**src/inc/ift_consts.vh**
```
// constants for the intermittent fault trip timer
`ifndef IFT_CONSTS_VH
`define IFT_CONSTS_VH

// widths
`define IFT_TW            19
`define IFT_SW            16
`define IFT_THR_W         8
`define IFT_LOG_DEPTH     12
`define IFT_LOG_AW        4
`define IFT_REC_W         160

// timing, processing tick of 5 ms
`define IFT_TICK_MS       5
`define IFT_FWD_HOLD_MS   300
`define IFT_REV_HOLD_MS   300
`define IFT_OP_DELAY_MS   500
`define IFT_BLOCK_LEAD_MS 5
`define IFT_FWD_HOLD_TICKS (`IFT_FWD_HOLD_MS / `IFT_TICK_MS)
`define IFT_REV_HOLD_TICKS (`IFT_REV_HOLD_MS / `IFT_TICK_MS)
`define IFT_OP_DELAY_TICKS (`IFT_OP_DELAY_MS / `IFT_TICK_MS)
`define IFT_BLOCK_LEAD_TICKS ((`IFT_BLOCK_LEAD_MS + `IFT_TICK_MS - 1) / `IFT_TICK_MS)

// reset values
`define IFT_SPK_THR_RST   8'h02
`define IFT_EVSEL_RST     10'h3FF
`define IFT_GRP_RST       3'h0

// register byte offsets
`define IFT_REG_CFG       8'h00
`define IFT_REG_FWD_HOLD  8'h04
`define IFT_REG_REV_HOLD  8'h08
`define IFT_REG_OP_DELAY  8'h0C
`define IFT_REG_SPK_THR   8'h10
`define IFT_REG_STATUS    8'h14
`define IFT_REG_INT_STAT  8'h18
`define IFT_REG_INT_MASK  8'h1C
`define IFT_REG_REC_SEL   8'h20
`define IFT_REG_REC_W0    8'h24
`define IFT_REG_REC_W1    8'h28
`define IFT_REG_REC_W2    8'h2C
`define IFT_REG_REC_W3    8'h30
`define IFT_REG_REC_W4    8'h34
`define IFT_REG_COUNTS    8'h38
`define IFT_REG_REMAIN    8'h3C

// field positions
`define IFT_CFG_GRP_LSB   0
`define IFT_CFG_EVSEL_LSB 4
`define IFT_ST_LOGCNT_LSB 8

// event codes, also bit index of the pending vector
`define IFT_EV_FWD_ON     4'h0
`define IFT_EV_FWD_OFF    4'h1
`define IFT_EV_REV_ON     4'h2
`define IFT_EV_REV_OFF    4'h3
`define IFT_EV_TRIP_ON    4'h4
`define IFT_EV_TRIP_OFF   4'h5
`define IFT_EV_BLK_ON     4'h6
`define IFT_EV_BLK_OFF    4'h7
`define IFT_EV_IEF_ON     4'h8
`define IFT_EV_IEF_OFF    4'h9
`define IFT_EV_NORMAL     4'hA
`define IFT_EV_LOCKED     4'hB
`define IFT_EV_LOG_MASK   12'h055

`endif

```
**src/logic/ift_log_mem.v**
```verilog
// record log memory with registered read data
`timescale 1ns/100ps
`default_nettype none
module ift_log_mem #(
  parameter W     = 160,
  parameter DEPTH = 12,
  parameter AW    = 4
) (
  input  wire         mclk,
  input  wire         we,
  input  wire [AW-1:0] waddr,
  input  wire [W-1:0]  wdata,
  input  wire [AW-1:0] raddr,
  output reg  [W-1:0]  rdata
);
  reg [W-1:0] mem [0:DEPTH-1];

  always @(posedge mclk) begin
    if (we) begin
      mem[waddr] <= wdata;
    end
    // out-of-range index reads zero rather than undefined
    if (raddr < DEPTH) begin
      rdata <= mem[raddr];
    end else begin
      rdata <= {W{1'b0}};
    end
  end
endmodule // ift_log_mem
`default_nettype wire

```
**src/logic/ift_trip_timer.v**
```verilog
// intermittent earth fault timing, trip decision, events and record log
// Function
// - forward hold timer starts/restarts per forward spike; expiry clears forward start
// - reverse hold timer starts/restarts per reverse spike; expiry clears reverse start
// - operating delay starts when forward hold runs and start is on
// - forward hold expiry releases function and clears operating delay
// - trip only when forward spike count exceeds spike threshold
// - delay elapsed with too few spikes: no trip, release at hold expiry; here later spikes past the threshold still trip before expiry
// - events on status changes, per-event selection of ON and OFF
// - ON/OFF codes for five states plus normal fault and locked codes
// - each event carries time stamp and process data of that moment
// - circular log of last 12 records, written on start/trip/block ON
// - record holds time, code, delay remaining, flags, spikes left, group
// - separate forward and reverse spike counts kept and stored per record
// - blocking sampled each tick; blocked replaces start and drops start
//
// Chosen here: the placing of the registers and the address-and-strobe port.
`include "ift_consts.vh"
`timescale 1ns/100ps
`default_nettype none
module ift_trip_timer #(
  parameter TW        = `IFT_TW,
  parameter SW        = `IFT_SW,
  parameter LOG_DEPTH = `IFT_LOG_DEPTH,
  parameter LOG_AW    = `IFT_LOG_AW
) (
  input  wire        mclk,
  input  wire        rst,
  input  wire        tick,
  input  wire        fwd_spike,
  input  wire        rev_spike,
  input  wire        pickup,
  input  wire        block_in,
  input  wire        normal_fault,
  input  wire [47:0] time_ms,
  input  wire [7:0]  bus_addr,
  input  wire [31:0] bus_wdata,
  input  wire        bus_wr,
  input  wire        bus_rd,
  output reg  [31:0] bus_rdata,
  output wire        forward_start,
  output wire        reverse_start,
  output wire        trip,
  output wire        blocked,
  output reg         evt_valid,
  output reg  [3:0]  evt_code,
  output reg  [47:0] evt_time,
  output reg  [TW-1:0] evt_remain,
  output reg  [SW-1:0] evt_fwd_count,
  output reg  [SW-1:0] evt_rev_count,
  output reg         irq
);
  localparam [TW-1:0] T_ONE    = 1;
  localparam [SW-1:0] S_ONE    = 1;
  localparam [SW-1:0] S_MAX    = {SW{1'b1}};
  localparam [TW-1:0] FWD_RST  = `IFT_FWD_HOLD_TICKS;
  localparam [TW-1:0] REV_RST  = `IFT_REV_HOLD_TICKS;
  localparam [TW-1:0] OP_RST   = `IFT_OP_DELAY_TICKS;
  localparam [LOG_AW-1:0] A_ONE  = 1;
  localparam [LOG_AW-1:0] A_FULL = LOG_DEPTH[LOG_AW-1:0];
  localparam [LOG_AW-1:0] A_LAST = A_FULL - A_ONE;

  // software registers
  reg [TW-1:0]         fwd_hold_reg;
  reg [TW-1:0]         rev_hold_reg;
  reg [TW-1:0]         op_delay_reg;
  reg [`IFT_THR_W-1:0] spk_thr_reg;
  reg [2:0]            grp_reg;
  reg [9:0]            evsel_reg;
  reg [4:0]            int_stat_reg;
  reg [4:0]            int_mask_reg;
  reg [LOG_AW-1:0]     rec_sel_reg;
  // processing state
  reg [TW-1:0]         fwd_tmr_reg;
  reg [TW-1:0]         rev_tmr_reg;
  reg [TW-1:0]         op_cnt_reg;
  reg                  fwd_run_reg;
  reg                  rev_run_reg;
  reg                  op_run_reg;
  reg                  fwd_st_reg;
  reg                  rev_st_reg;
  reg                  trip_reg;
  reg                  blk_reg;
  reg                  lock_reg;
  reg                  lock_d_reg;
  reg                  norm_reg;
  reg [SW-1:0]         fcnt_reg;
  reg [SW-1:0]         rcnt_reg;
  reg [4:0]            st_d_reg;
  reg [11:0]           pend_reg;
  // event snapshot
  reg [47:0]           snap_time_reg;
  reg [TW-1:0]         snap_rem_reg;
  reg [SW-1:0]         snap_f_reg;
  reg [SW-1:0]         snap_r_reg;
  reg [SW-1:0]         snap_left_reg;
  reg                  snap_fst_reg;
  reg                  snap_rst_reg;
  // log
  reg [LOG_AW-1:0]     wptr_reg;
  reg [LOG_AW-1:0]     log_cnt_reg;

  wire [SW-1:0]        thr_ext  = {{(SW-`IFT_THR_W){1'b0}}, spk_thr_reg};
  wire                 start_ok = pickup & ~block_in;
  wire fwd_exp = tick & fwd_run_reg & ~fwd_spike & (fwd_tmr_reg <= T_ONE);
  wire rev_exp = tick & rev_run_reg & ~rev_spike & (rev_tmr_reg <= T_ONE);
  wire                 op_done  = op_run_reg & (op_cnt_reg >= op_delay_reg);
  wire                 spk_ok   = fcnt_reg > thr_ext;
  wire                 intermittent_fault_stage      = fwd_st_reg & (fcnt_reg > S_ONE);
  wire [TW-1:0] remain = op_done ? {TW{1'b0}} :
                         (op_run_reg ? op_delay_reg - op_cnt_reg : op_delay_reg);
  wire [SW-1:0] spk_left = (thr_ext > fcnt_reg) ? thr_ext - fcnt_reg : {SW{1'b0}};
  wire [4:0]    st       = {intermittent_fault_stage, blk_reg, trip_reg, rev_st_reg, fwd_st_reg};
  wire [4:0]    rise     = st & ~st_d_reg;
  wire [4:0]    fall     = ~st & st_d_reg;
  wire [11:0]   new_ev;
  wire [11:0]   grant    = pend_reg & (~pend_reg + 12'h001);
  wire          log_we   = |(grant & `IFT_EV_LOG_MASK);
  wire [4:0]    irq_ev   = {log_we, rise[3:0]};
  wire          wr_int   = bus_wr & (bus_addr == `IFT_REG_INT_STAT);
  wire [4:0]    int_clr  = wr_int ? bus_wdata[4:0] : 5'h00;
  wire [`IFT_REC_W-1:0] rec_q;
  wire          rec_ok   = rec_sel_reg < log_cnt_reg;

  function [3:0] enc12;
    input [11:0] v;
    integer i;
    begin
      enc12 = 4'h0;
      for (i = 11; i >= 0; i = i - 1) begin
        if (v[i]) begin
          enc12 = i[3:0];
        end
      end
    end
  endfunction

  wire [3:0] grant_code = enc12(grant);

  assign forward_start = fwd_st_reg;
  assign reverse_start = rev_st_reg;
  assign trip          = trip_reg;
  assign blocked       = blk_reg;

  // hold timers, in ticks; expiry fires once at the last tick
  always @(posedge mclk) begin
    if (rst) begin
      fwd_tmr_reg <= {TW{1'b0}};
      rev_tmr_reg <= {TW{1'b0}};
      fwd_run_reg <= 1'b0;
      rev_run_reg <= 1'b0;
    end else if (tick) begin
      if (fwd_spike) begin
        fwd_tmr_reg <= fwd_hold_reg;
        fwd_run_reg <= 1'b1;
      end else if (fwd_exp) begin
        fwd_run_reg <= 1'b0;
      end else if (fwd_run_reg) begin
        fwd_tmr_reg <= fwd_tmr_reg - T_ONE;
      end
      if (rev_spike) begin
        rev_tmr_reg <= rev_hold_reg;
        rev_run_reg <= 1'b1;
      end else if (rev_exp) begin
        rev_run_reg <= 1'b0;
      end else if (rev_run_reg) begin
        rev_tmr_reg <= rev_tmr_reg - T_ONE;
      end
    end
  end

  // starts, blocking, operating delay, trip decision
  always @(posedge mclk) begin
    if (rst) begin
      fwd_st_reg <= 1'b0;
      rev_st_reg <= 1'b0;
      blk_reg    <= 1'b0;
      trip_reg   <= 1'b0;
      lock_reg   <= 1'b0;
      op_run_reg <= 1'b0;
      op_cnt_reg <= {TW{1'b0}};
      fcnt_reg   <= {SW{1'b0}};
      rcnt_reg   <= {SW{1'b0}};
      norm_reg   <= 1'b0;
    end else begin
      norm_reg <= tick & normal_fault;
      if (tick) begin
        blk_reg <= pickup & block_in;
        if (block_in | fwd_exp) begin
          fwd_st_reg <= 1'b0;
        end else if (fwd_spike & start_ok) begin
          fwd_st_reg <= 1'b1;
        end
        if (block_in | rev_exp) begin
          rev_st_reg <= 1'b0;
        end else if (rev_spike & start_ok) begin
          rev_st_reg <= 1'b1;
        end
        // a block that lands late still cancels the pending trip here
        if (fwd_exp | block_in) begin
          op_run_reg <= 1'b0;
          op_cnt_reg <= {TW{1'b0}};
        end else if (~op_run_reg & fwd_run_reg & fwd_st_reg) begin
          op_run_reg <= 1'b1;
          op_cnt_reg <= {TW{1'b0}};
        end else if (op_run_reg & (op_cnt_reg < op_delay_reg)) begin
          op_cnt_reg <= op_cnt_reg + T_ONE;
        end
        if (fwd_exp | ~start_ok) begin
          trip_reg <= 1'b0;
        end else if (op_done & spk_ok) begin
          trip_reg <= 1'b1;
        end
        if (fwd_exp) begin
          lock_reg <= 1'b0;
        end else if (op_done & ~spk_ok) begin
          lock_reg <= 1'b1;
        end
        if (fwd_exp) begin
          fcnt_reg <= {SW{1'b0}};
        end else if (fwd_spike & (fcnt_reg != S_MAX)) begin
          fcnt_reg <= fcnt_reg + S_ONE;
        end
        if (rev_exp) begin
          rcnt_reg <= {SW{1'b0}};
        end else if (rev_spike & (rcnt_reg != S_MAX)) begin
          rcnt_reg <= rcnt_reg + S_ONE;
        end
      end
    end
  end

  // status edges into selectable event codes
  genvar g;
  generate
    for (g = 0; g < 5; g = g + 1) begin : g_ev
      assign new_ev[2*g]   = rise[g] & evsel_reg[2*g];
      assign new_ev[2*g+1] = fall[g] & evsel_reg[2*g+1];
    end
  endgenerate
  assign new_ev[`IFT_EV_NORMAL] = norm_reg;
  assign new_ev[`IFT_EV_LOCKED] = lock_reg & ~lock_d_reg;

  // one event out per cycle; pending set wins over its own grant
  always @(posedge mclk) begin
    if (rst) begin
      st_d_reg      <= 5'h00;
      lock_d_reg    <= 1'b0;
      pend_reg      <= 12'h000;
      evt_valid     <= 1'b0;
      evt_code      <= 4'h0;
      evt_time      <= 48'h000000000000;
      evt_remain    <= {TW{1'b0}};
      evt_fwd_count <= {SW{1'b0}};
      evt_rev_count <= {SW{1'b0}};
      snap_time_reg <= 48'h000000000000;
      snap_rem_reg  <= {TW{1'b0}};
      snap_f_reg    <= {SW{1'b0}};
      snap_r_reg    <= {SW{1'b0}};
      snap_left_reg <= {SW{1'b0}};
      snap_fst_reg  <= 1'b0;
      snap_rst_reg  <= 1'b0;
    end else begin
      st_d_reg   <= st;
      lock_d_reg <= lock_reg;
      pend_reg   <= (pend_reg & ~grant) | new_ev;
      // snapshot shared by events of one tick; ticks are far apart
      if (|new_ev) begin
        snap_time_reg <= time_ms;
        snap_rem_reg  <= remain;
        snap_f_reg    <= fcnt_reg;
        snap_r_reg    <= rcnt_reg;
        snap_left_reg <= spk_left;
        snap_fst_reg  <= fwd_st_reg;
        snap_rst_reg  <= rev_st_reg;
      end
      evt_valid     <= |pend_reg;
      evt_code      <= grant_code;
      evt_time      <= snap_time_reg;
      evt_remain    <= snap_rem_reg;
      evt_fwd_count <= snap_f_reg;
      evt_rev_count <= snap_r_reg;
    end
  end

  // circular record log
  always @(posedge mclk) begin
    if (rst) begin
      wptr_reg    <= {LOG_AW{1'b0}};
      log_cnt_reg <= {LOG_AW{1'b0}};
    end else if (log_we) begin
      wptr_reg <= (wptr_reg == A_LAST) ? {LOG_AW{1'b0}} : wptr_reg + A_ONE;
      if (log_cnt_reg != A_FULL) begin
        log_cnt_reg <= log_cnt_reg + A_ONE;
      end
    end
  end

  ift_log_mem #(
    .W     (`IFT_REC_W),
    .DEPTH (LOG_DEPTH),
    .AW    (LOG_AW)
  ) u_log (
    .mclk  (mclk),
    .we    (log_we),
    .waddr (wptr_reg),
    .wdata ({{(32-SW){1'b0}}, snap_left_reg, snap_f_reg, snap_r_reg,
             {(32-TW){1'b0}}, snap_rem_reg, grant_code, grp_reg,
             snap_fst_reg, snap_rst_reg, 7'h00, snap_time_reg}),
    .raddr (rec_sel_reg),
    .rdata (rec_q)
  );

  // register writes and interrupt status
  always @(posedge mclk) begin
    if (rst) begin
      fwd_hold_reg <= FWD_RST;
      rev_hold_reg <= REV_RST;
      op_delay_reg <= OP_RST;
      spk_thr_reg  <= `IFT_SPK_THR_RST;
      grp_reg      <= `IFT_GRP_RST;
      evsel_reg    <= `IFT_EVSEL_RST;
      int_mask_reg <= 5'h00;
      int_stat_reg <= 5'h00;
      rec_sel_reg  <= {LOG_AW{1'b0}};
      irq          <= 1'b0;
    end else begin
      int_stat_reg <= (int_stat_reg & ~int_clr) | irq_ev;
      irq          <= |(int_stat_reg & int_mask_reg);
      if (bus_wr) begin
        case (bus_addr)
          `IFT_REG_CFG: begin
            grp_reg   <= bus_wdata[`IFT_CFG_GRP_LSB +: 3];
            evsel_reg <= bus_wdata[`IFT_CFG_EVSEL_LSB +: 10];
          end
          `IFT_REG_FWD_HOLD: fwd_hold_reg <= bus_wdata[TW-1:0];
          `IFT_REG_REV_HOLD: rev_hold_reg <= bus_wdata[TW-1:0];
          `IFT_REG_OP_DELAY: op_delay_reg <= bus_wdata[TW-1:0];
          `IFT_REG_SPK_THR:  spk_thr_reg  <= bus_wdata[`IFT_THR_W-1:0];
          `IFT_REG_INT_MASK: int_mask_reg <= bus_wdata[4:0];
          `IFT_REG_REC_SEL:  rec_sel_reg  <= bus_wdata[LOG_AW-1:0];
          default: ;
        endcase
      end
    end
  end

  // read data only in the cycle after the strobe
  always @(posedge mclk) begin
    if (rst) begin
      bus_rdata <= 32'h00000000;
    end else if (bus_rd) begin
      case (bus_addr)
        `IFT_REG_CFG:      bus_rdata <= {18'h00000, evsel_reg, 1'b0, grp_reg};
        `IFT_REG_FWD_HOLD: bus_rdata <= {{(32-TW){1'b0}}, fwd_hold_reg};
        `IFT_REG_REV_HOLD: bus_rdata <= {{(32-TW){1'b0}}, rev_hold_reg};
        `IFT_REG_OP_DELAY: bus_rdata <= {{(32-TW){1'b0}}, op_delay_reg};
        `IFT_REG_SPK_THR:  bus_rdata <= {{(32-`IFT_THR_W){1'b0}}, spk_thr_reg};
        `IFT_REG_STATUS:   bus_rdata <= {{(24-LOG_AW){1'b0}}, log_cnt_reg,
                                         2'h0, lock_reg, st};
        `IFT_REG_INT_STAT: bus_rdata <= {27'h0000000, int_stat_reg};
        `IFT_REG_INT_MASK: bus_rdata <= {27'h0000000, int_mask_reg};
        `IFT_REG_REC_SEL:  bus_rdata <= {{(32-LOG_AW){1'b0}}, rec_sel_reg};
        `IFT_REG_REC_W0:   bus_rdata <= rec_ok ? rec_q[31:0]    : 32'h00000000;
        `IFT_REG_REC_W1:   bus_rdata <= rec_ok ? rec_q[63:32]   : 32'h00000000;
        `IFT_REG_REC_W2:   bus_rdata <= rec_ok ? rec_q[95:64]   : 32'h00000000;
        `IFT_REG_REC_W3:   bus_rdata <= rec_ok ? rec_q[127:96]  : 32'h00000000;
        `IFT_REG_REC_W4:   bus_rdata <= rec_ok ? rec_q[159:128] : 32'h00000000;
        `IFT_REG_COUNTS:   bus_rdata <= {fcnt_reg, rcnt_reg};
        `IFT_REG_REMAIN:   bus_rdata <= {{(32-TW){1'b0}}, remain};
        default:           bus_rdata <= 32'h00000000;
      endcase
    end else begin
      bus_rdata <= 32'h00000000;
    end
  end
endmodule // ift_trip_timer
`default_nettype wire

```
**config.mk**
```make
export PLATFORM = sky130hd
export DESIGN_NAME = ift_trip_timer
export DESIGN_NICKNAME = d
export VERILOG_FILES = /design/src/logic/ift_log_mem.v /design/src/logic/ift_trip_timer.v
export VERILOG_INCLUDE_DIRS = /design/src /design/src/inc
export SDC_FILE = /design/constraint.sdc
export NUM_CORES = 2
export LEC_CHECK = 0
export BUFFER_PORTS_ARGS = -buffer_cell sky130_fd_sc_hd__clkbuf_2
export CAP_MARGIN = 15
export CORE_AREA = 2 2 350 698
export DETAILED_ROUTE_END_ITERATION = 12
export DIE_AREA = 0 0 352 700
export PLACE_DENSITY = 0.56
export SETUP_SLACK_MARGIN = 0.05
export SKIP_LAST_GASP = 1
export SLEW_MARGIN = 20
export SYNTH_ARGS = -nofsm -noshare
export SYNTH_HDL_FRONTEND = slang
export SYNTH_HIERARCHICAL = 1
export SYNTH_SLANG_ARGS = --single-unit
export TNS_END_PERCENT = 50
```
**constraint.sdc**
```tcl
create_clock -name mclk -period 17.7 [get_ports mclk]
set_clock_uncertainty 0.15 [all_clocks]
set_input_delay 2.655 -clock mclk [delete_from_list [all_inputs] [get_ports mclk]]
set_output_delay 2.655 -clock mclk [all_outputs]
set_load 0.02 [all_outputs]
```
==> flow_summary.toml <==
[run_status]
status = "finished clean"

[clocking]
cts_hold_buf = 0
root_buffer = "clkbuf_16"
cts_sinks = 2550
htree_levels = 4
clkTransAtPathRegs_ps = 70
clockBufferDepth = 4
clkLatencyLatePin_ps = 910
cts_tree = "yes"
postCtsSetupBuffers = 0
ctsResizeCount = 0
cts_buffers = 226

[setup_path]
worst-path-max-fanout = 32
crit_start = "bus_addr[7]"
crit_type = "in -> reg"
arrival_ps = 6160
crit_family = "compound AO/OA/AOI/OAI gates"
end_kind = "register"
crit_required_ps = 18380
crit_path_top_delay_cell = "a21oi_1"
crit_path_start_kind = "input pin"
r2r_start = "pend_reg[0]$_SDFF_PP0_"
r2r_slack_ps = 12400
crit_chain = "clkbuf_2, nor4b_1, and2_1, buf_4, a222oi_1, a21oi_1, a21oi_1, nor2_1"
cpMostUsedCell = "a21oi_1"
cp_slowest_stage_delay_ps = 880
cp_num_buf_inv = 2

[logic_synthesis]
syn_area_sq_mm = 0.0958
yosys_warnings = 6
synth_enable_flop_cells = 1920
yosysUniqueCellTypes = 87
synth_xor_area_frac = 0.00439
synth_area_leaders = "edfxtp_1, dfxtp_1, mux4_2, nand2_1, a22oi_1"
synth_ff_type = "edfxtp_1"
yosys.area_share.simple = 0.0649
synth-async-reset-ratio = 0
synth_top_family_by_area = "multiplexers"
synth_compound_area_frac = 0.0591
synthMuxAreaShare = 0.114
syn_avg_cell_area_sq_um = 16.7
synth_fa_ha_area_frac = 0.00590
ys_ff_latch = 2550
netlist_instances = 5741
seq_area_frac_synth = 0.733
yosys.area.top_type = "edfxtp_1"
synth_top_area_frac = 0.602

[drt]
first_pass_iters = 8
via_count = 54260
wl_per_cell_um = 28.4
wirelength_um = 279000
drc_errors = 0
vias_per_cell = 5.53
final_antenna_net_count = 0
first_iter_violations = 5048

[timing]
clock.fmax_mhz = 182
relSlewSlack = 0.256
worst_pin_slew_ps = 1110
finalMaxSlewViolations = 0
period_share = 0.310
min_period_ps = 5490
fin_setup_tns_ps = 0
hold_violations = 0
setup_viol = 0
rsz0062_at_grt = "false"

[global_routing]
grt_start_max_net_pins = 118
antenna_found_initial = 16
grt_pass1_vias = 55229
grt_overflow = 0
grt_pass1_wl_um = 398000
track_usage = 0.223

[cells_and_area]
largest_registers = "u_log/mem: 1920 flops, u_log/rdata: 160 flops"
syn_to_final_growth_pct = 14.7
drive_gt1_frac = 0.185
multiInputGateArea_sq_mm = 0.0256
fillCellCount = 20992
final-seq-area_sq_mm = 0.0703
stdcell_area_sq_mm = 0.110
fin_util = 0.456
largest_reg_flops = 1920
layout.nets = 6550
top_register = "u_log/mem"

[die]
start_util = 0.398
std_cell_rows = 255
io_pins = 239
fp.dieH_um = 700
dieArea_sq_mm = 0.246
fp.dieW_um = 352
core-area_sq_mm = 0.241

[placed_design]
port_buffers = 225
place_congestion = 0.956
place_hpwl_um = 168000
dpl_cell_area_sq_mm = 0.102

[power_and_ir_drop]
p_sw_frac = 0.213
clock_power_share = 0.426
p_seq_frac = 0.547
power.leakage_nw = 36.4
p_int_mw = 9.53
p_comb_frac = 0.027
ir_drop_uv = 85.6
p_sw_mw = 2.58
p_per_area_mw_per_mm2 = 110

[job]
cap_violations = 0

[min_path]
hold_path_class = "reg -> reg"
min_from = "op_cnt_reg[13]$_SDFFE_PP0P_"
-- tightest hold or removal path: stages, from the launching register on --
cell     delay, ps
dfxtp_1        310
nand3_1         60
mux2i_1         60
-- cell type report --
type	instances	share of cell area
flip-flops and latches	2550	0.639
clock buffers	307	0.0580
diodes	15	0.000341
repair buffers	333	0.0186
inverters	73	0.00249
well taps	3212	0.0366
multi-input cells	3224	0.233
clock inverters	105	0.0118
-- cell families (layout without fill, tap and decap cells) --
family / count (synthesis) / count (layout)
flops: 2550 / 2550
simple gates: 1374 / 1374
compound gates: 835 / 835
mux: 491 / 491
buf+inv: 398 / 818
xor+xnor: 48 / 48
fa+ha+maj: 44 / 44
other cells: 1 / 447
-- cell usage after synthesis (all sizes together) (33+ instances only) --
master,instances
nand2,759
ha,42
nor2b,120
inv,73
a21oi,268
a22oi,258
o21ai,57
clkbuf,193
a222oi,40
nor3,63
xnor2,33
edfxtp,1920
nor2,166
buf,132
nand3,99
mux4,480
dfxtp,630
-- final timing paths --
kind / endpoint / cells after the start
worst max register to register: u_log/mem[2][83]$_DFFE_PP_ / 7
worst min-delay path: op_cnt_reg[13]$_SDFFE_PP0P_ / 2
worst min register to register: op_cnt_reg[13]$_SDFFE_PP0P_ / 2
worst max-delay path: bus_rdata[19]$_SDFF_PP0_ / 8
-- per-layer routing --
layer / vias to the layer above / part of all wire / track usage
met5: - / 0.000047 / 0
met4: 2 / 0.057 / 0.111
met3: 552 / 0.052 / 0.0273
met2: 1951 / 0.51 / 0.396
met1: 28440 / 0.38 / 0.267
li1: 23315 / - / -
-- cell usage in the layout, fill, tap and decap left out, types with 42 or more instances in the layout --
cell type	count
nand3_1	98
clkbuf_16	232
conb_1	432
mux4_2	480
clkbuf_2	224
edfxtp_1	1920
dfxtp_1	626
nand2_1	759
nor2_1	154
inv_1	71
o21ai_0	54
nor3_1	51
ha_1	42
a21oi_1	267
nor2b_1	116
clkbuf_1	46
buf_4	100
a22oi_1	258
-- metrics by stage --
stage               cells  power [mW]  hold WS [ps]  setup WS (ps)
floorplan            6172        6.92           278           3970
global placement     9392        7.08           311          11430
detailed placement   9392        7.09           317          11400
CTS                  9804        12.2           332          12330
global route         9817        12.5           350          12170
finish               9819        12.1           333          12210
-- power by group through the flow --
| stage | registers (mW) | clock network [mW] | logic [mW] |
|---|---|---|---|
| global placement | 6.75 | 0 | 0.326 |
| global route | 6.64 | 5.46 | 0.364 |
| floorplan | 6.71 | 0 | 0.208 |
| CTS | 6.63 | 5.26 | 0.331 |
| detailed placement | 6.76 | 0 | 0.329 |
| finish | 6.63 | 5.16 | 0.332 |
Note: power is estimated with default switching activity, not from simulation.
